**src/hw/hmb_pkg.sv**
```systemverilog
// Purpose: Shared constants for the host misc and buffer status register bank
// Assumes: One clock (pclk, 25 MHz); both ends import this package
// Notes:   Command codes, field positions, reset values and APB offsets
package hmb_pkg;

  ////////////////////////////////////////////////////////////////////////////
  // Command codes on the processor port
  localparam logic [7:0] CMD_MASK_RD = 8'h25;
  localparam logic [7:0] CMD_MASK_WR = 8'ha5;
  localparam logic [7:0] CMD_ID_RD   = 8'h27;
  localparam logic [7:0] CMD_SCR_RD  = 8'h28;
  localparam logic [7:0] CMD_SCR_WR  = 8'ha8;
  localparam logic [7:0] CMD_SRST_WR = 8'ha9;
  localparam logic [7:0] CMD_BST_RD  = 8'h2c;
  localparam logic [7:0] CMD_BST_WR  = 8'hac;

  ////////////////////////////////////////////////////////////////////////////
  // Values and widths
  localparam int unsigned DATA_W          = 16;
  localparam int unsigned MASK_W          = 8;
  localparam logic [15:0] SRST_KEY        = 16'h00f6;
  localparam logic [15:0] MASK_RST        = 16'h0000;
  localparam logic [15:0] SCR_RST         = 16'h0000;
  localparam logic [15:0] ZERO_WORD       = 16'h0000;
  // Arbitrary identification value, not tied to any real part
  localparam logic [15:0] PART_ID_DEFAULT = 16'h5a01;

  ////////////////////////////////////////////////////////////////////////////
  // Buffer status field positions
  localparam int unsigned BS_ISO_A_FULL   = 0;
  localparam int unsigned BS_ISO_B_FULL   = 1;
  localparam int unsigned BS_PERIODIC_RUN = 2;
  localparam int unsigned BS_ASYNC_RUN    = 3;
  localparam int unsigned BS_CLR_HALF     = 4;
  localparam int unsigned BS_ISO_A_USE    = 5;
  localparam int unsigned BS_ISO_B_USE    = 6;
  localparam int unsigned BS_ISO_A_DONE   = 8;
  localparam int unsigned BS_ISO_B_DONE   = 9;
  localparam int unsigned BS_HALF         = 10;

  ////////////////////////////////////////////////////////////////////////////
  // Host controller APB map and status fields
  localparam logic [11:0] HOST_CMD_OFS   = 12'h000;
  localparam logic [11:0] HOST_WDATA_OFS = 12'h004;
  localparam logic [11:0] HOST_STAT_OFS  = 12'h008;
  localparam logic [11:0] HOST_RDATA_OFS = 12'h00c;
  localparam int unsigned ST_BUSY        = 0;
  localparam int unsigned ST_DONE        = 1;

endpackage

```
**src/hw/hmb_if.sv**
```systemverilog
// Purpose: Processor command port between host driver end and device end
// Assumes: Both ends on pclk; one command in flight at a time
// Notes:   Device answers every command with a one-cycle ack
`timescale 1ns/1ps
`default_nettype none
interface hmb_if (
  input wire logic pclk,
  input wire logic presetn
);
  logic        cmd_valid;
  logic [7:0]  cmd_code;
  logic [15:0] cmd_wdata;
  logic        ack;
  logic [15:0] ack_rdata;

  modport dev (
    input  pclk, presetn, cmd_valid, cmd_code, cmd_wdata,
    output ack, ack_rdata
  );

  modport host (
    input  pclk, presetn, ack, ack_rdata,
    output cmd_valid, cmd_code, cmd_wdata
  );
endinterface
`default_nettype wire

```
**src/hw/hmb_dev.sv**
```systemverilog
// Purpose: Device end: interrupt mask, part id, scratch, soft reset, buffer status
// Assumes: Commands come from logic on pclk; engine inputs are on pclk
// Notes:   Every command is acked one cycle after cmd_valid
//
// Contract
// - Mask bits 7..5 reset zero, unmask list/clock/suspend
// - Mask bits 4..0 reset zero, unmask five events
// - Mask read 25h, written A5h
// - Fixed read-only identification word, writes unsupported
// - Scratch word resets zero, holds writes
// - Writing F6h soft-resets all registers
// - Soft reset only writable via A9h
// - Bit 10 shows active paired half
// - Bits 9,8 set once iso buffer consumed
// - Bits 6,5 show iso buffer in use
// - Bit 4 clears paired half while async idle
// - Bit 3 runs the asynchronous list
// - Bit 2 runs the interrupt list
// - Bits 1,0 mark iso buffers full
// - Buffer status read 2Ch, written ACh
// - Interrupt needs enable bit and global enable
`timescale 1ns/1ps
`default_nettype none
module hmb_dev
  import hmb_pkg::*;
#(
  parameter logic [15:0] PART_ID = PART_ID_DEFAULT
) (
  // Processor command port
  hmb_if.dev                link,
  // Engine events and levels
  input  wire logic         iso_a_consumed_set,
  input  wire logic         iso_b_consumed_set,
  input  wire logic         iso_a_busy,
  input  wire logic         iso_b_busy,
  input  wire logic         paired_half_flip,
  // Interrupt sources and global enable
  input  wire logic [MASK_W-1:0] irq_events,
  input  wire logic         global_irq_enable,
  // Control outputs
  output logic              irq_q,
  output logic              async_list_run,
  output logic              periodic_list_run,
  output logic              iso_list_a_full,
  output logic              iso_list_b_full,
  output logic              soft_reset_pulse
);

  ////////////////////////////////////////////////////////////////////////////
  // Command decode
  logic        wr_mask;
  logic        wr_scr;
  logic        wr_bst;
  logic        srst_d;
  logic        srst_q;
  logic [15:0] wdata;

  assign wdata   = link.cmd_wdata;
  assign wr_mask = link.cmd_valid && (link.cmd_code == CMD_MASK_WR);
  assign wr_scr  = link.cmd_valid && (link.cmd_code == CMD_SCR_WR);
  assign wr_bst  = link.cmd_valid && (link.cmd_code == CMD_BST_WR);
  // Only code A9h with the key triggers; no read code exists
  assign srst_d  = link.cmd_valid && (link.cmd_code == CMD_SRST_WR)
                   && (wdata == SRST_KEY);

  ////////////////////////////////////////////////////////////////////////////
  // Registers
  logic [MASK_W-1:0] mask_q;
  logic [15:0]       scr_q;
  logic [3:0]        ctl_q;
  logic              a_done_q;
  logic              b_done_q;
  logic              a_use_q;
  logic              b_use_q;
  logic              half_q;
  logic [15:0]       bst;
  logic [15:0]       rd_d;
  logic [15:0]       rdata_q;
  logic              ack_q;

  // Soft reset strobe, applied on the cycle after the command
  always_ff @(posedge link.pclk or negedge link.presetn) begin
    if (!link.presetn) begin
      srst_q <= 1'b0;
    end else begin
      srst_q <= srst_d;
    end
  end

  // Interrupt enable mask
  always_ff @(posedge link.pclk or negedge link.presetn) begin
    if (!link.presetn) begin
      mask_q <= MASK_RST[MASK_W-1:0];
    end else if (srst_q) begin
      mask_q <= MASK_RST[MASK_W-1:0];
    end else if (wr_mask) begin
      mask_q <= wdata[MASK_W-1:0];
    end
  end

  // Scratch word
  always_ff @(posedge link.pclk or negedge link.presetn) begin
    if (!link.presetn) begin
      scr_q <= SCR_RST;
    end else if (srst_q) begin
      scr_q <= SCR_RST;
    end else if (wr_scr) begin
      scr_q <= wdata;
    end
  end

  // List run and buffer full controls
  always_ff @(posedge link.pclk or negedge link.presetn) begin
    if (!link.presetn) begin
      ctl_q <= 4'h0;
    end else if (srst_q) begin
      ctl_q <= 4'h0;
    end else if (wr_bst) begin
      ctl_q <= wdata[BS_ASYNC_RUN:BS_ISO_A_FULL];
    end
  end

  // Consumed flags: engine set wins over reload clear
  always_ff @(posedge link.pclk or negedge link.presetn) begin
    if (!link.presetn) begin
      a_done_q <= 1'b0;
      b_done_q <= 1'b0;
    end else if (srst_q) begin
      a_done_q <= 1'b0;
      b_done_q <= 1'b0;
    end else begin
      if (iso_a_consumed_set) begin
        a_done_q <= 1'b1;
      end else if (wr_bst && wdata[BS_ISO_A_FULL]) begin
        a_done_q <= 1'b0;
      end
      if (iso_b_consumed_set) begin
        b_done_q <= 1'b1;
      end else if (wr_bst && wdata[BS_ISO_B_FULL]) begin
        b_done_q <= 1'b0;
      end
    end
  end

  // In-use status follows the engine
  always_ff @(posedge link.pclk or negedge link.presetn) begin
    if (!link.presetn) begin
      a_use_q <= 1'b0;
      b_use_q <= 1'b0;
    end else if (srst_q) begin
      a_use_q <= 1'b0;
      b_use_q <= 1'b0;
    end else begin
      a_use_q <= iso_a_busy;
      b_use_q <= iso_b_busy;
    end
  end

  // Paired half: flip wins, clear only while async list idle
  always_ff @(posedge link.pclk or negedge link.presetn) begin
    if (!link.presetn) begin
      half_q <= 1'b0;
    end else if (srst_q) begin
      half_q <= 1'b0;
    end else if (paired_half_flip) begin
      half_q <= ~half_q;
    end else if (wr_bst && wdata[BS_CLR_HALF] && !ctl_q[BS_ASYNC_RUN]) begin
      half_q <= 1'b0;
    end
  end

  ////////////////////////////////////////////////////////////////////////////
  // Buffer status image, clear bit and reserved bits read zero
  always_comb begin
    bst                  = ZERO_WORD;
    bst[BS_ISO_A_FULL]   = ctl_q[BS_ISO_A_FULL];
    bst[BS_ISO_B_FULL]   = ctl_q[BS_ISO_B_FULL];
    bst[BS_PERIODIC_RUN] = ctl_q[BS_PERIODIC_RUN];
    bst[BS_ASYNC_RUN]    = ctl_q[BS_ASYNC_RUN];
    bst[BS_ISO_A_USE]    = a_use_q;
    bst[BS_ISO_B_USE]    = b_use_q;
    bst[BS_ISO_A_DONE]   = a_done_q;
    bst[BS_ISO_B_DONE]   = b_done_q;
    bst[BS_HALF]         = half_q;
  end

  // Read mux; writes and unknown codes answer zero
  always_comb begin
    rd_d = ZERO_WORD;
    unique case (link.cmd_code)
      CMD_MASK_RD: rd_d[MASK_W-1:0] = mask_q;
      CMD_ID_RD:   rd_d = PART_ID;
      CMD_SCR_RD:  rd_d = scr_q;
      CMD_BST_RD:  rd_d = bst;
      default:     rd_d = ZERO_WORD;
    endcase
  end

  // Answer every command one cycle later
  always_ff @(posedge link.pclk or negedge link.presetn) begin
    if (!link.presetn) begin
      ack_q   <= 1'b0;
      rdata_q <= ZERO_WORD;
    end else begin
      ack_q   <= link.cmd_valid;
      rdata_q <= link.cmd_valid ? rd_d : ZERO_WORD;
    end
  end

  // Interrupt request gated by mask and global enable
  always_ff @(posedge link.pclk or negedge link.presetn) begin
    if (!link.presetn) begin
      irq_q <= 1'b0;
    end else begin
      irq_q <= global_irq_enable && |(irq_events & mask_q);
    end
  end

  ////////////////////////////////////////////////////////////////////////////
  // Outputs, all from flops
  assign link.ack          = ack_q;
  assign link.ack_rdata    = rdata_q;
  assign async_list_run    = ctl_q[BS_ASYNC_RUN];
  assign periodic_list_run = ctl_q[BS_PERIODIC_RUN];
  assign iso_list_a_full   = ctl_q[BS_ISO_A_FULL];
  assign iso_list_b_full   = ctl_q[BS_ISO_B_FULL];
  assign soft_reset_pulse  = srst_q;

  // Parameter check
  if (MASK_W > DATA_W) begin : g_chk
    $error("mask wider than data word");
  end

endmodule
`default_nettype wire

```
**src/flat_wrapper.sv**
```systemverilog
// flat-port wrapper written by rule: the top's interface ports become plain ports
module hmb_dev_flat import hmb_pkg::*;
#(
  parameter logic [15:0] PART_ID = PART_ID_DEFAULT
)
  (iso_a_consumed_set, iso_b_consumed_set, iso_a_busy, iso_b_busy, paired_half_flip, irq_events, global_irq_enable, irq_q, async_list_run, periodic_list_run, iso_list_a_full, iso_list_b_full, soft_reset_pulse, pclk, presetn, link_cmd_valid, link_cmd_code, link_cmd_wdata, link_ack, link_ack_rdata);
  hmb_if link_i (.pclk(pclk), .presetn(presetn));
  input  wire logic iso_a_consumed_set;
  input  wire logic iso_b_consumed_set;
  input  wire logic iso_a_busy;
  input  wire logic iso_b_busy;
  input  wire logic paired_half_flip;
  input  wire logic [MASK_W-1:0] irq_events;
  input  wire logic global_irq_enable;
  output logic irq_q;
  output logic async_list_run;
  output logic periodic_list_run;
  output logic iso_list_a_full;
  output logic iso_list_b_full;
  output logic soft_reset_pulse;
  input wire logic pclk;
  input wire logic presetn;
  input wire logic [$bits(link_i.cmd_valid)-1:0] link_cmd_valid;
  input wire logic [$bits(link_i.cmd_code)-1:0] link_cmd_code;
  input wire logic [$bits(link_i.cmd_wdata)-1:0] link_cmd_wdata;
  output wire logic [$bits(link_i.ack)-1:0] link_ack;
  output wire logic [$bits(link_i.ack_rdata)-1:0] link_ack_rdata;
  assign link_i.cmd_valid = link_cmd_valid;
  assign link_i.cmd_code = link_cmd_code;
  assign link_i.cmd_wdata = link_cmd_wdata;
  assign link_ack = link_i.ack;
  assign link_ack_rdata = link_i.ack_rdata;
  hmb_dev #(.PART_ID(PART_ID)) u_core (.link(link_i), .iso_a_consumed_set(iso_a_consumed_set), .iso_b_consumed_set(iso_b_consumed_set), .iso_a_busy(iso_a_busy), .iso_b_busy(iso_b_busy), .paired_half_flip(paired_half_flip), .irq_events(irq_events), .global_irq_enable(global_irq_enable), .irq_q(irq_q), .async_list_run(async_list_run), .periodic_list_run(periodic_list_run), .iso_list_a_full(iso_list_a_full), .iso_list_b_full(iso_list_b_full), .soft_reset_pulse(soft_reset_pulse));
endmodule
```
**config.mk**
```make
export PLATFORM = sky130hd
export DESIGN_NAME = hmb_dev_flat
export DESIGN_NICKNAME = d
export VERILOG_FILES = /design/src/hw/hmb_pkg.sv /design/src/hw/hmb_if.sv /design/src/hw/hmb_dev.sv /design/src/flat_wrapper.sv
export SDC_FILE = /design/constraint.sdc
export NUM_CORES = 1
export LEC_CHECK = 0
export BUFFER_PORTS_ARGS = -buffer_cell sky130_fd_sc_hd__buf_4
export CAP_MARGIN = 15
export CORE_ASPECT_RATIO = 0.6
export CORE_MARGIN = 10
export CORE_UTILIZATION = 50
export DETAILED_ROUTE_END_ITERATION = 8
export PLACE_DENSITY = 0.76
export SYNTH_ARGS = -nofsm -noshare
export SYNTH_HDL_FRONTEND = slang
export SYNTH_SLANG_ARGS = --single-unit
```
**constraint.sdc**
```tcl
create_clock -name pclk -period 1.3 [get_ports pclk]
set_input_delay 0.26 -clock pclk [delete_from_list [all_inputs] [get_ports pclk]]
set_output_delay 0.26 -clock pclk [all_outputs]
set_load 0.1 [all_outputs]
```
* Word-level counts from Yosys, hierarchy flattened
Cells that the tools add are included.
** Storage, ports and cells
- Bits of input ports :: 41
- Register bits after elaboration :: 52
- Output and inout bits :: 23
- Word-level logic and storage cells :: 61
** Cells by class
- Reduce and logical (&&, ||, !) cells :: 18
- Eq/ne operators :: 9
- Bitwise operators :: 2
- Multiplexer cells :: 20
** Operator list (count)
- $mux 16 :: 3
- $eq 8x6->1 const B :: 4
- $eq 8x8->1 const B :: 4
- $pmux 8 s4 :: 1
- $pmux 8 s3 :: 1
- $eq 16x8->1 const B :: 1
- $mux 8 :: 2
- $mux 1 :: 11
- $logic_and 1x1->1 :: 10
- $reduce_bool 3->1 :: 3
- $and 8x8->8 :: 1
- $mux 4 :: 2
- $reduce_or 8->1 :: 1
- $reduce_bool 2->1 :: 3
- $logic_not 1->1 :: 1
- $not 1->1 :: 1

* Depth between registers and ports, before layout
Gate-level depths: netlist of run 1.
- Depth in word-level cells :: 7
- Gate-level depth with buffers :: 6
- Gate-level depth less buffers :: 3

* Worst setup path after synthesis of run 1
OpenSTA, ideal clock, no wires.
- Kind :: register to register
- Start :: reg u_core.srst_q, in the netlist u_core.soft_reset_pulse
- End :: reg u_core.scr_q[0]
- Period minus slack after synthesis :: 1.694 ns
- Buffers on the path :: 2
- Path slack :: -0.394 ns
- Cell stages (with the launch flop) :: 5
- Arrival :: 1.569 ns
- Setup time :: 0.125 ns
- Data required time :: 1.175 ns
- Cell sequence :: dfrtp_1 -> clkbuf_1 -> clkbuf_1 -> nand2b_1 -> mux2i_1
** On the way
- Cells in the longest elaborated chain, start to end :: 1
- Elaborated cells on any way between the ends :: 2
- Classes of those cells :: mux (1); reduce/logical (1)
** Ends and longest elaborated chain
- start, declared :: line hmb_dev.sv:55 : logic srst_q;
- start signal, assigned :: line hmb_dev.sv:86 : srst_q <= srst_d;
- $mux 16 or $reduce_bool 2->1 (tied branches)
- end signal, assigned :: line hmb_dev.sv:108 : scr_q <= wdata;
- end, declared :: line hmb_dev.sv:69 : logic [15:0] scr_q;
Several ways; a longest one is shown, not always the timed one.
A chain may end at the register's enable or synchronous reset.

* Worst setup path in the final report of run 1
- Start :: reg u_core.srst_q, in the netlist u_core.soft_reset_pulse
- End :: out soft_reset_pulse
** RTL lines
- end, declared :: line flat_wrapper.sv:20 : output logic soft_reset_pulse;
No word-level cell between the ends.

==> flow_metrics.tcl, run 1 <==
set metrics [dict create \
    outcome "completed" \
    finalSetupViolations 0 \
    grt_max_degree 39 \
    drc_errors 0 \
    final_nets 339 \
    routed_wl_mm 6.80 \
    synth_edf_count 0 \
    maxSlewHeadroom_pct 78.3 \
    hold_viol 0 \
    start_kind "register" \
    synth_warnings 0 \
    final_util_pct 72.1 \
    grt_overflow 0 \
    fmax_mhz 775 \
    finalCritPeriodShare_pct 99.2 \
    synthMuxAreaShare_pct 15.2 \
    worstPathRequired_ps 1040 \
    max-cap-violations 0 \
    synth.avg_cell_area_sq_um 11.6 \
    area_growth_pct 35.7 \
    portBuffers 63 \
    fp.dieH_um 74.6 \
    p_leak_nw 1.59 \
    grt_pass1_wl_mm 10.9 \
    synth_ff_type "dfrtp_1" \
    core_area_sq_um 4680 \
    arrival_ps 1030 \
    hold_ws_ps 53.2 \
    power.density_nw_per_um2 1000 \
    vdd_drop_max_mv 0.687 \
    netlist_instances 215 \
    rsz0062_at_grt "yes" \
    path_class "register to output port" \
    worstSetupEndpointType "output port" \
    place_congestion 0.836 \
    drive_gt1_share_pct 38.8 \
    cts_sinks 52 \
    vias 1953 \
    fin_worst_skew_ps 10.2 \
    cts.clk_slew.worst_paths_ps 100 \
    yosysTopAreaCell "dfrtp_1" \
    clockRootBuffer "clkbuf_8" \
    groute.usage.overall_pct 16.4 \
    die_w_um 111 \
    ios 64 \
    setup-tns-final_ps 0 \
    antenna_cells 0 \
    cts_made_buffers 5 \
    htree_levels 2 \
    rows 19 \
    drtAntennaViolNets 0 \
    cp_max_fo 4 \
    synthesis.area_sq_um 2490 \
    yosys_register_bits 52 \
    netlist_top_cells_area "dfrtp_1 52%, mux2i_1 12%, nand2b_1 11%" \
    clk_path_buf_depth 2 \
    synth_top_family_by_area "simple AND/OR/NAND/NOR gates" \
    synth-simple-area-share_pct 22.3 \
    grt_pass1_vias 2054 \
    antenna_found_initial 0 \
    synth_xor_area_share_pct 0.352 \
    yosys.cell_types.count 35 \
    cp_top_family "flip-flops" \
    tritoncts "done" \
    critical-path-max-stage-delay_ps 530 \
    dieArea_sq_um 8290 \
    min_path_type "input port to register" \
    synthAdderAreaFrac_pct 0 \
    yosysMostFrequentCell "dfrtp_1" \
    placed_area_sq_um 3220 \
    initialDrtViolationCount 135 \
    yosysSeqAreaShare_pct 52.3 \
    dpl_worst_slack_ps -286 \
    hpwl_mm 5.07 \
    cp_slowest_cell "dfrtp_4" \
    clock_latency_ps 320 \
    synth-compound-area-share_pct 6.49 \
    fillers 331 \
    timing.final.max_slew_violations 0 \
    syn_nets 256 \
    synthTopCellsByCount "52 x dfrtp_1, 45 x nand2b_1, 30 x mux2i_1" \
    synthArstFlopShare_pct 100 \
    dr.pass1.iters 5 \
    worstMarginPinSlew_ps 325 \
    worst-path-buf-inv 1 \
    initial_core_util_pct 53.1 \
    netlist.area_leader.share_pct 52.3 \
    final_area_sq_um 3380 \
    via_per_inst 5.40 \
    min_period_ps 1290 \
    avgRoutedWirePerCell_um 18.8 \
    crit_chain "buf_12" \
    worst_slack_ps 9.95 \
]
## metal layers
| layer | vias up | part of all wire [%] | global-route usage [%] |
|---|---|---|---|
| met5 | - | 0 | 0 |
| met4 | 0 | 0.93 | 4.54 |
| met3 | 7 | 7.0 | 5.16 |
| met2 | 72 | 44 | 24.3 |
| met1 | 955 | 48 | 22.9 |
| li1 | 919 | - | - |
## layout make-up
type                            instances  area (sq um)  share of cell area (%)
Clock buffer                            5          68.8                    2.04
Tap cell                               63          78.8                    2.33
Clock inverter                          3          46.3                    1.37
Inverter                                3          11.3                   0.333
Timing Repair Buffer                   88           754                    22.3
Multi-Input combinational cell        148          1110                    32.8
Sequential cell                        52          1310                    38.8
## layout by cell type, fill, tap and decap left out, types with 4 or more instances in the layout
master / synthesis / final
a21oi_1: 5 / 5
mux2i_1: 30 / 30
dfrtp_2: 0 / 4
buf_4: 0 / 79
buf_12: 1 / 7
clkbuf_8: 0 / 5
nand2b_1: 45 / 45
dfrtp_1: 52 / 47
mux2_2: 7 / 7
nand2_1: 8 / 8
a22oi_1: 11 / 11
nor2_1: 10 / 10
## logic make-up after synthesis
family | Yosys count
flops | 52
simple gates | 87
buf+inv | 15
xor+xnor | 1
compound gates | 23
mux | 37
## report_power, final
| part | switching, mW | internal, mW | total [mW] | leakage, nW |
|---|---|---|---|---|
| Combinational | 0.269 | 0.224 | 0.493 | 0.977 |
| Clock | 0.577 | 0.581 | 1.16 | 0.0548 |
| Sequential | 0.0528 | 1.68 | 1.74 | 0.563 |
| Total | 0.899 | 2.49 | 3.39 | 1.59 |
## flip-flops by register name, summed over array words and instances (netlist names)
name                     flops
u_core.scr_q                16
u_core.a_done_q              1
u_core.link.ack_rdata       16
u_core.ctl_q                 4
u_core.irq_q                 1
u_core.b_done_q              1
u_core.link.ack              1
u_core.a_use_q               1
u_core.b_use_q               1
u_core.soft_reset_pulse      1
u_core.mask_q                8
u_core.half_q                1
## repair_timing
item	4_1_cts	5_1_grt
hold endpoints to repair	22	0
hold buffers	1	0
gates resized for setup	2	4
endpoints found under the setup margin	2	12
buffers inserted	2	0
## per-stage QoR
stage / cells / total power, mW
2_1_floorplan: 215 / 2.00
3_3_place_gp: 351 / 2.24
3_5_place_dp: 351 / 2.25
4_1_cts: 362 / 3.39
5_1_grt: 362 / 3.52
6_report: 362 / 3.39
## worst paths after layout
| path | start | endpoint | slack (ps) | cells past startpoint |
|---|---|---|---|---|
| max | u_core.soft_reset_pulse | soft_reset_pulse | 10 | 1 |
| min | link_cmd_valid | u_core.link.ack | 50 | 1 |
| max reg2reg | u_core.soft_reset_pulse | u_core.scr_q[0] | 130 | 3 |
| min reg2reg | u_core.scr_q[15] | u_core.link.ack_rdata[15] | 550 | 1 |
| max in group asynchronous | presetn | u_core.ctl_q[2] | 450 | 3 |
| min in group asynchronous | presetn | u_core.mask_q[4] | 370 | 2 |
Note: power is estimated with default switching activity, not from simulation.
==> run 2, diff against run 1 <==
--- a/config.mk
+++ b/config.mk
@@ -11,6 +11,8 @@
 export CORE_MARGIN = 10
 export CORE_UTILIZATION = 50
 export DETAILED_ROUTE_END_ITERATION = 8
+export GPL_TIMING_DRIVEN = 0
+export MAX_ROUTING_LAYER = met4
 export PLACE_DENSITY = 0.76
 export SYNTH_ARGS = -nofsm -noshare
 export SYNTH_HDL_FRONTEND = slang
==> flow_metrics.tcl, run 2 (synthesized netlist as in run 1, its figures left out) <==
set metrics [dict create \
    layout_commonest_cell "buf_4" \
    cts_sinks 52 \
    clock_latency_ps 310 \
    ios 64 \
    clk_path_buf_depth 2 \
    finalPower_mw 3.12 \
    worst-path-buf-inv 1 \
    grt_pass1_wl_mm 10.9 \
    fmax_mhz 788 \
    avgRoutedWirePerCell_um 19.2 \
    fillers 387 \
    path_class "register to output port" \
    finalCritPeriodShare_pct 97.6 \
    initialDrtViolationCount 126 \
    maxSlewHeadroom_pct 55.9 \
    rsz0062_at_grt "yes" \
    start_kind "register" \
    startpoint "u_core.soft_reset_pulse" \
    dp_cells 340 \
    critical-path-max-stage-delay_ps 510 \
    dieArea_sq_um 8290 \
    cts_made_buffers 5 \
    crit_chain "buf_8" \
    drc_errors 0 \
    place_congestion 0.824 \
    fp.dieH_um 74.6 \
    worstMarginPinSlew_ps 662 \
    min_period_ps 1270 \
    routed_wl_mm 6.81 \
    antenna_cells 0 \
    p_leak_nw 1.52 \
    core_area_sq_um 4680 \
    outcome "completed" \
    worstSetupEndpointType "output port" \
    initial_core_util_pct 53.1 \
    grt_overflow 0 \
    antenna_found_initial 0 \
    grt_max_degree 53 \
    clockRootBuffer "clkbuf_8" \
    hpwl_mm 5.14 \
    final_cell_count_no_fill 354 \
    rows 19 \
    hp-start "link_cmd_valid" \
    tritoncts "done" \
    dr.pass1.iters 4 \
    area_growth_pct 29.5 \
    groute.usage.overall_pct 17.1 \
    power.density_nw_per_um2 969 \
    r2r-start "u_core.soft_reset_pulse" \
    via_per_inst 5.44 \
    drtAntennaViolNets 0 \
    die_w_um 111 \
    portBuffers 62 \
    min_path_type "input port to register" \
    cp_top_family "flip-flops" \
    drive_gt1_share_pct 35.7 \
    finalSetupViolations 0 \
    vdd_drop_max_mv 0.526 \
    fin_worst_skew_ps 6.87 \
    htree_levels 2 \
    grt_pass1_vias 2037 \
    worstPathRequired_ps 1040 \
    most-common-layout-cells "67 x buf_4, 47 x dfrtp_1, 45 x nand2b_1" \
    cts.clk_slew.worst_paths_ps 90 \
    vias 1924 \
    hold_viol 0 \
    final_nets 331 \
    arrival_ps 1010 \
    timing.final.max_slew_violations 0 \
    cp_max_fo 5 \
    max-cap-violations 0 \
    cp_slowest_cell "dfrtp_4" \
]
==> run 2: cell type report <==
class | count | area (sq um) | area share [%]
Inverter | 3 | 11.3 | 0.349
Clock inverter | 3 | 18.8 | 0.582
Clock buffer | 5 | 68.8 | 2.14
Tap cell | 63 | 78.8 | 2.45
Buffer | 11 | 93.8 | 2.91
Sequential cell | 52 | 1310 | 40.6
Multi-Input combinational cell | 148 | 1110 | 34.4
Timing Repair Buffer | 69 | 532 | 16.5
==> run 2: final timing paths <==
kind | end | slack (ps) | depth (start not counted)
max | soft_reset_pulse | 30 | 1
min | u_core.link.ack | 60 | 1
max reg2reg | u_core.mask_q[7] | 110 | 3
min reg2reg | u_core.link.ack_rdata[13] | 530 | 1
max in group asynchronous | u_core.soft_reset_pulse | 270 | 2
min in group asynchronous | u_core.link.ack_rdata[8] | 520 | 2
==> run 2: repair_timing <==
item,CTS,global route
hold buffers,1,0
buffers inserted,3,3
pin swaps,2,1
cloned,0,0
setup endpoints to repair,22,16
endpoints found under the hold margin,52,0
gates resized for setup,4,3
==> run 2: power by group <==
group / leakage (nW) / internal, mW / switching [mW]
clock: 0.0479 / 0.376 / 0.546
combinational: 0.912 / 0.201 / 0.268
sequential: 0.563 / 1.68 / 0.0485
total: 1.52 / 2.26 / 0.863
==> run 2: per-layer routing <==
metal  wire (um)  vias to the layer above  track usage, %
met5           0                        -               -
met2        2970                       64            25.2
met3         419                        8            4.37
met1        3360                      947            23.2
met4          63                        0            3.83
li1            -                      905               -
==> run 2: metrics by stage <==
stage | TNS, ps | instance area (sq um) | worst slack [ps] | utilization, % | hold WS (ps)
global placement | -14310 | 3060 | -489 | 65.4 | 327
CTS | 0 | 3190 | 13.5 | 68.2 | 51.7
finish | 0 | 3220 | 31.7 | 68.8 | 60.2
global route | -8.09 | 3220 | -5.05 | 68.8 | 52.4
floorplan | -1230 | 2520 | -123 | - | -35.6
detailed placement | -15070 | 3060 | -523 | 65.4 | 332
==> run 3, diff against run 2 <==
--- a/config.mk
+++ b/config.mk
@@ -14,6 +14,7 @@
 export GPL_TIMING_DRIVEN = 0
 export MAX_ROUTING_LAYER = met4
 export PLACE_DENSITY = 0.76
+export SETUP_SLACK_MARGIN = 0.05
 export SYNTH_ARGS = -nofsm -noshare
 export SYNTH_HDL_FRONTEND = slang
 export SYNTH_SLANG_ARGS = --single-unit
==> flow_metrics.tcl, run 3 (synthesized netlist as in run 1, its figures left out) <==
set metrics [dict create \
    outcome "completed" \
    antenna_cells 0 \
    htree_levels 2 \
    final_util_pct 70.9 \
    drive_gt1_share_pct 37.2 \
    reg2regPathDepth 3 \
    p_leak_nw 1.56 \
    clockRootBuffer "clkbuf_8" \
    timing.final.max_slew_violations 0 \
    grt_overflow 0 \
    path_depth 1 \
    crit_chain "buf_12" \
    place_congestion 0.824 \
    initialDrtViolationCount 122 \
    final_nets 333 \
    min_path_type "input port to register" \
    via_per_inst 5.38 \
    drtAntennaViolNets 0 \
    worstSetupEndpointType "output port" \
    min_period_ps 1270 \
    cp_slowest_cell "dfrtp_4" \
    dp_cells 340 \
    r2r_end "u_core.scr_q[13]" \
    arrival_ps 1010 \
    groute.usage.overall_pct 17.1 \
    dpl_worst_slack_ps -523 \
    crit_end "soft_reset_pulse" \
    vdd_drop_max_mv 0.529 \
    finalSetupViolations 0 \
    clock_latency_ps 310 \
    worst_slack_ps 29.1 \
    maxSlewHeadroom_pct 55.8 \
    cts.clk_slew.worst_paths_ps 90 \
    grt_max_degree 53 \
    finalCritPeriodShare_pct 97.8 \
    grt_pass1_vias 2040 \
    cts_sinks 52 \
    hold_ws_ps 62.8 \
    fin_worst_skew_ps 7.90 \
    grt_pass1_wl_mm 10.9 \
    dieArea_sq_um 8290 \
    core_area_sq_um 4680 \
    wl_met1_mm 3.32 \
    cp_top_family "flip-flops" \
    area_growth_pct 33.3 \
    ios 64 \
    most-common-layout-cells "61 x buf_4, 47 x dfrtp_1, 45 x nand2b_1" \
    startpoint "u_core.soft_reset_pulse" \
    hold_viol 0 \
    fmax_mhz 787 \
    tritoncts "done" \
    path_class "register to output port" \
    layout_commonest_cell "buf_4" \
    hpwl_mm 5.14 \
    worst-path-buf-inv 1 \
    max-cap-violations 0 \
    initial_core_util_pct 53.1 \
    wl_met3_um 543 \
    rsz0062_at_grt "yes" \
    routed_wl_mm 6.89 \
    wl_met2_mm 2.97 \
    vias 1916 \
    rows 19 \
    power.density_nw_per_um2 946 \
    die_w_um 111 \
    worstMarginPinSlew_ps 663 \
    portBuffers 62 \
    start_kind "register" \
    fp.dieH_um 74.6 \
    avgRoutedWirePerCell_um 19.4 \
    r2r_setup_slack_ps 130 \
    critical-path-max-stage-delay_ps 520 \
    cp_max_fo 5 \
    worstPathRequired_ps 1040 \
    finalPower_mw 3.14 \
    final_cell_count_no_fill 356 \
    antenna_found_initial 0 \
    dr.pass1.iters 4 \
    r2r-start "u_core.soft_reset_pulse" \
    cts_made_buffers 5 \
    highest_layer "met4" \
    clk_path_buf_depth 2 \
    drc_errors 0 \
]
run 3: changes by cell type in the layout (fill, tap and decap cells not counted), sizes merged:
cell and delta:
buf +1, clkbuf +1
run 3: final cells by class:
| cell class | instances | area [sq um] |
|---|---|---|
| Buffer | 11 | 97.6 |
| Clock buffer | 5 | 68.8 |
| Clock inverter | 3 | 18.8 |
| Fill cell | 370 | 1370 |
| Inverter | 3 | 11.3 |
| Multi-Input combinational cell | 148 | 1140 |
| Sequential cell | 52 | 1310 |
| Tap cell | 63 | 78.8 |
| Timing Repair Buffer | 71 | 596 |
run 3: stage by stage:
step	instance area [sq um]	setup TNS, ps
2_1_floorplan	2520	-1230
3_3_place_gp	3060	-14310
3_5_place_dp	3060	-15070
4_1_cts	3230	0
5_1_grt	3320	0
6_report	3320	0
run 3: worst reg2reg max path, stage by stage (launching register included):
cell	delay, ps
dfrtp_4	520
clkbuf_1	220
nand2b_1	210
mux2i_1	150
run 3: power breakdown:
group	total (mW)	switching (mW)	internal (mW)
Clock	0.924	0.547	0.376
Sequential	1.73	0.0495	1.68
Combinational	0.482	0.271	0.211
Total	3.14	0.868	2.27
run 3: worst min-delay path by stage:
stage	slack [ps]	endpoint	start	cells past startpoint
after floorplan	-40	u_core.a_done_q	presetn	0
after global placement	330	u_core.link.ack_rdata[8]	presetn	1
after detailed placement	330	u_core.link.ack_rdata[8]	presetn	1
after CTS	50	u_core.link.ack	link_cmd_valid	1
after global routing	50	u_core.link.ack	link_cmd_valid	1
final	60	u_core.link.ack	link_cmd_valid	1
run 3: repair_timing:
action                                 CTS  global route
endpoints found under the hold margin   52             0
pin swaps                                3             1
buffers inserted                         4             3
gates resized for setup                 11            11
hold buffers                             1             0
setup endpoints to repair               33            30
cloned                                   0             1
run 3: layer usage:
layer  global-route usage [%]  vias up
met5                        -        -
met4                     3.83        0
met3                     4.37        8
met2                     25.3       79
met1                     23.2      922
li1                         -      907
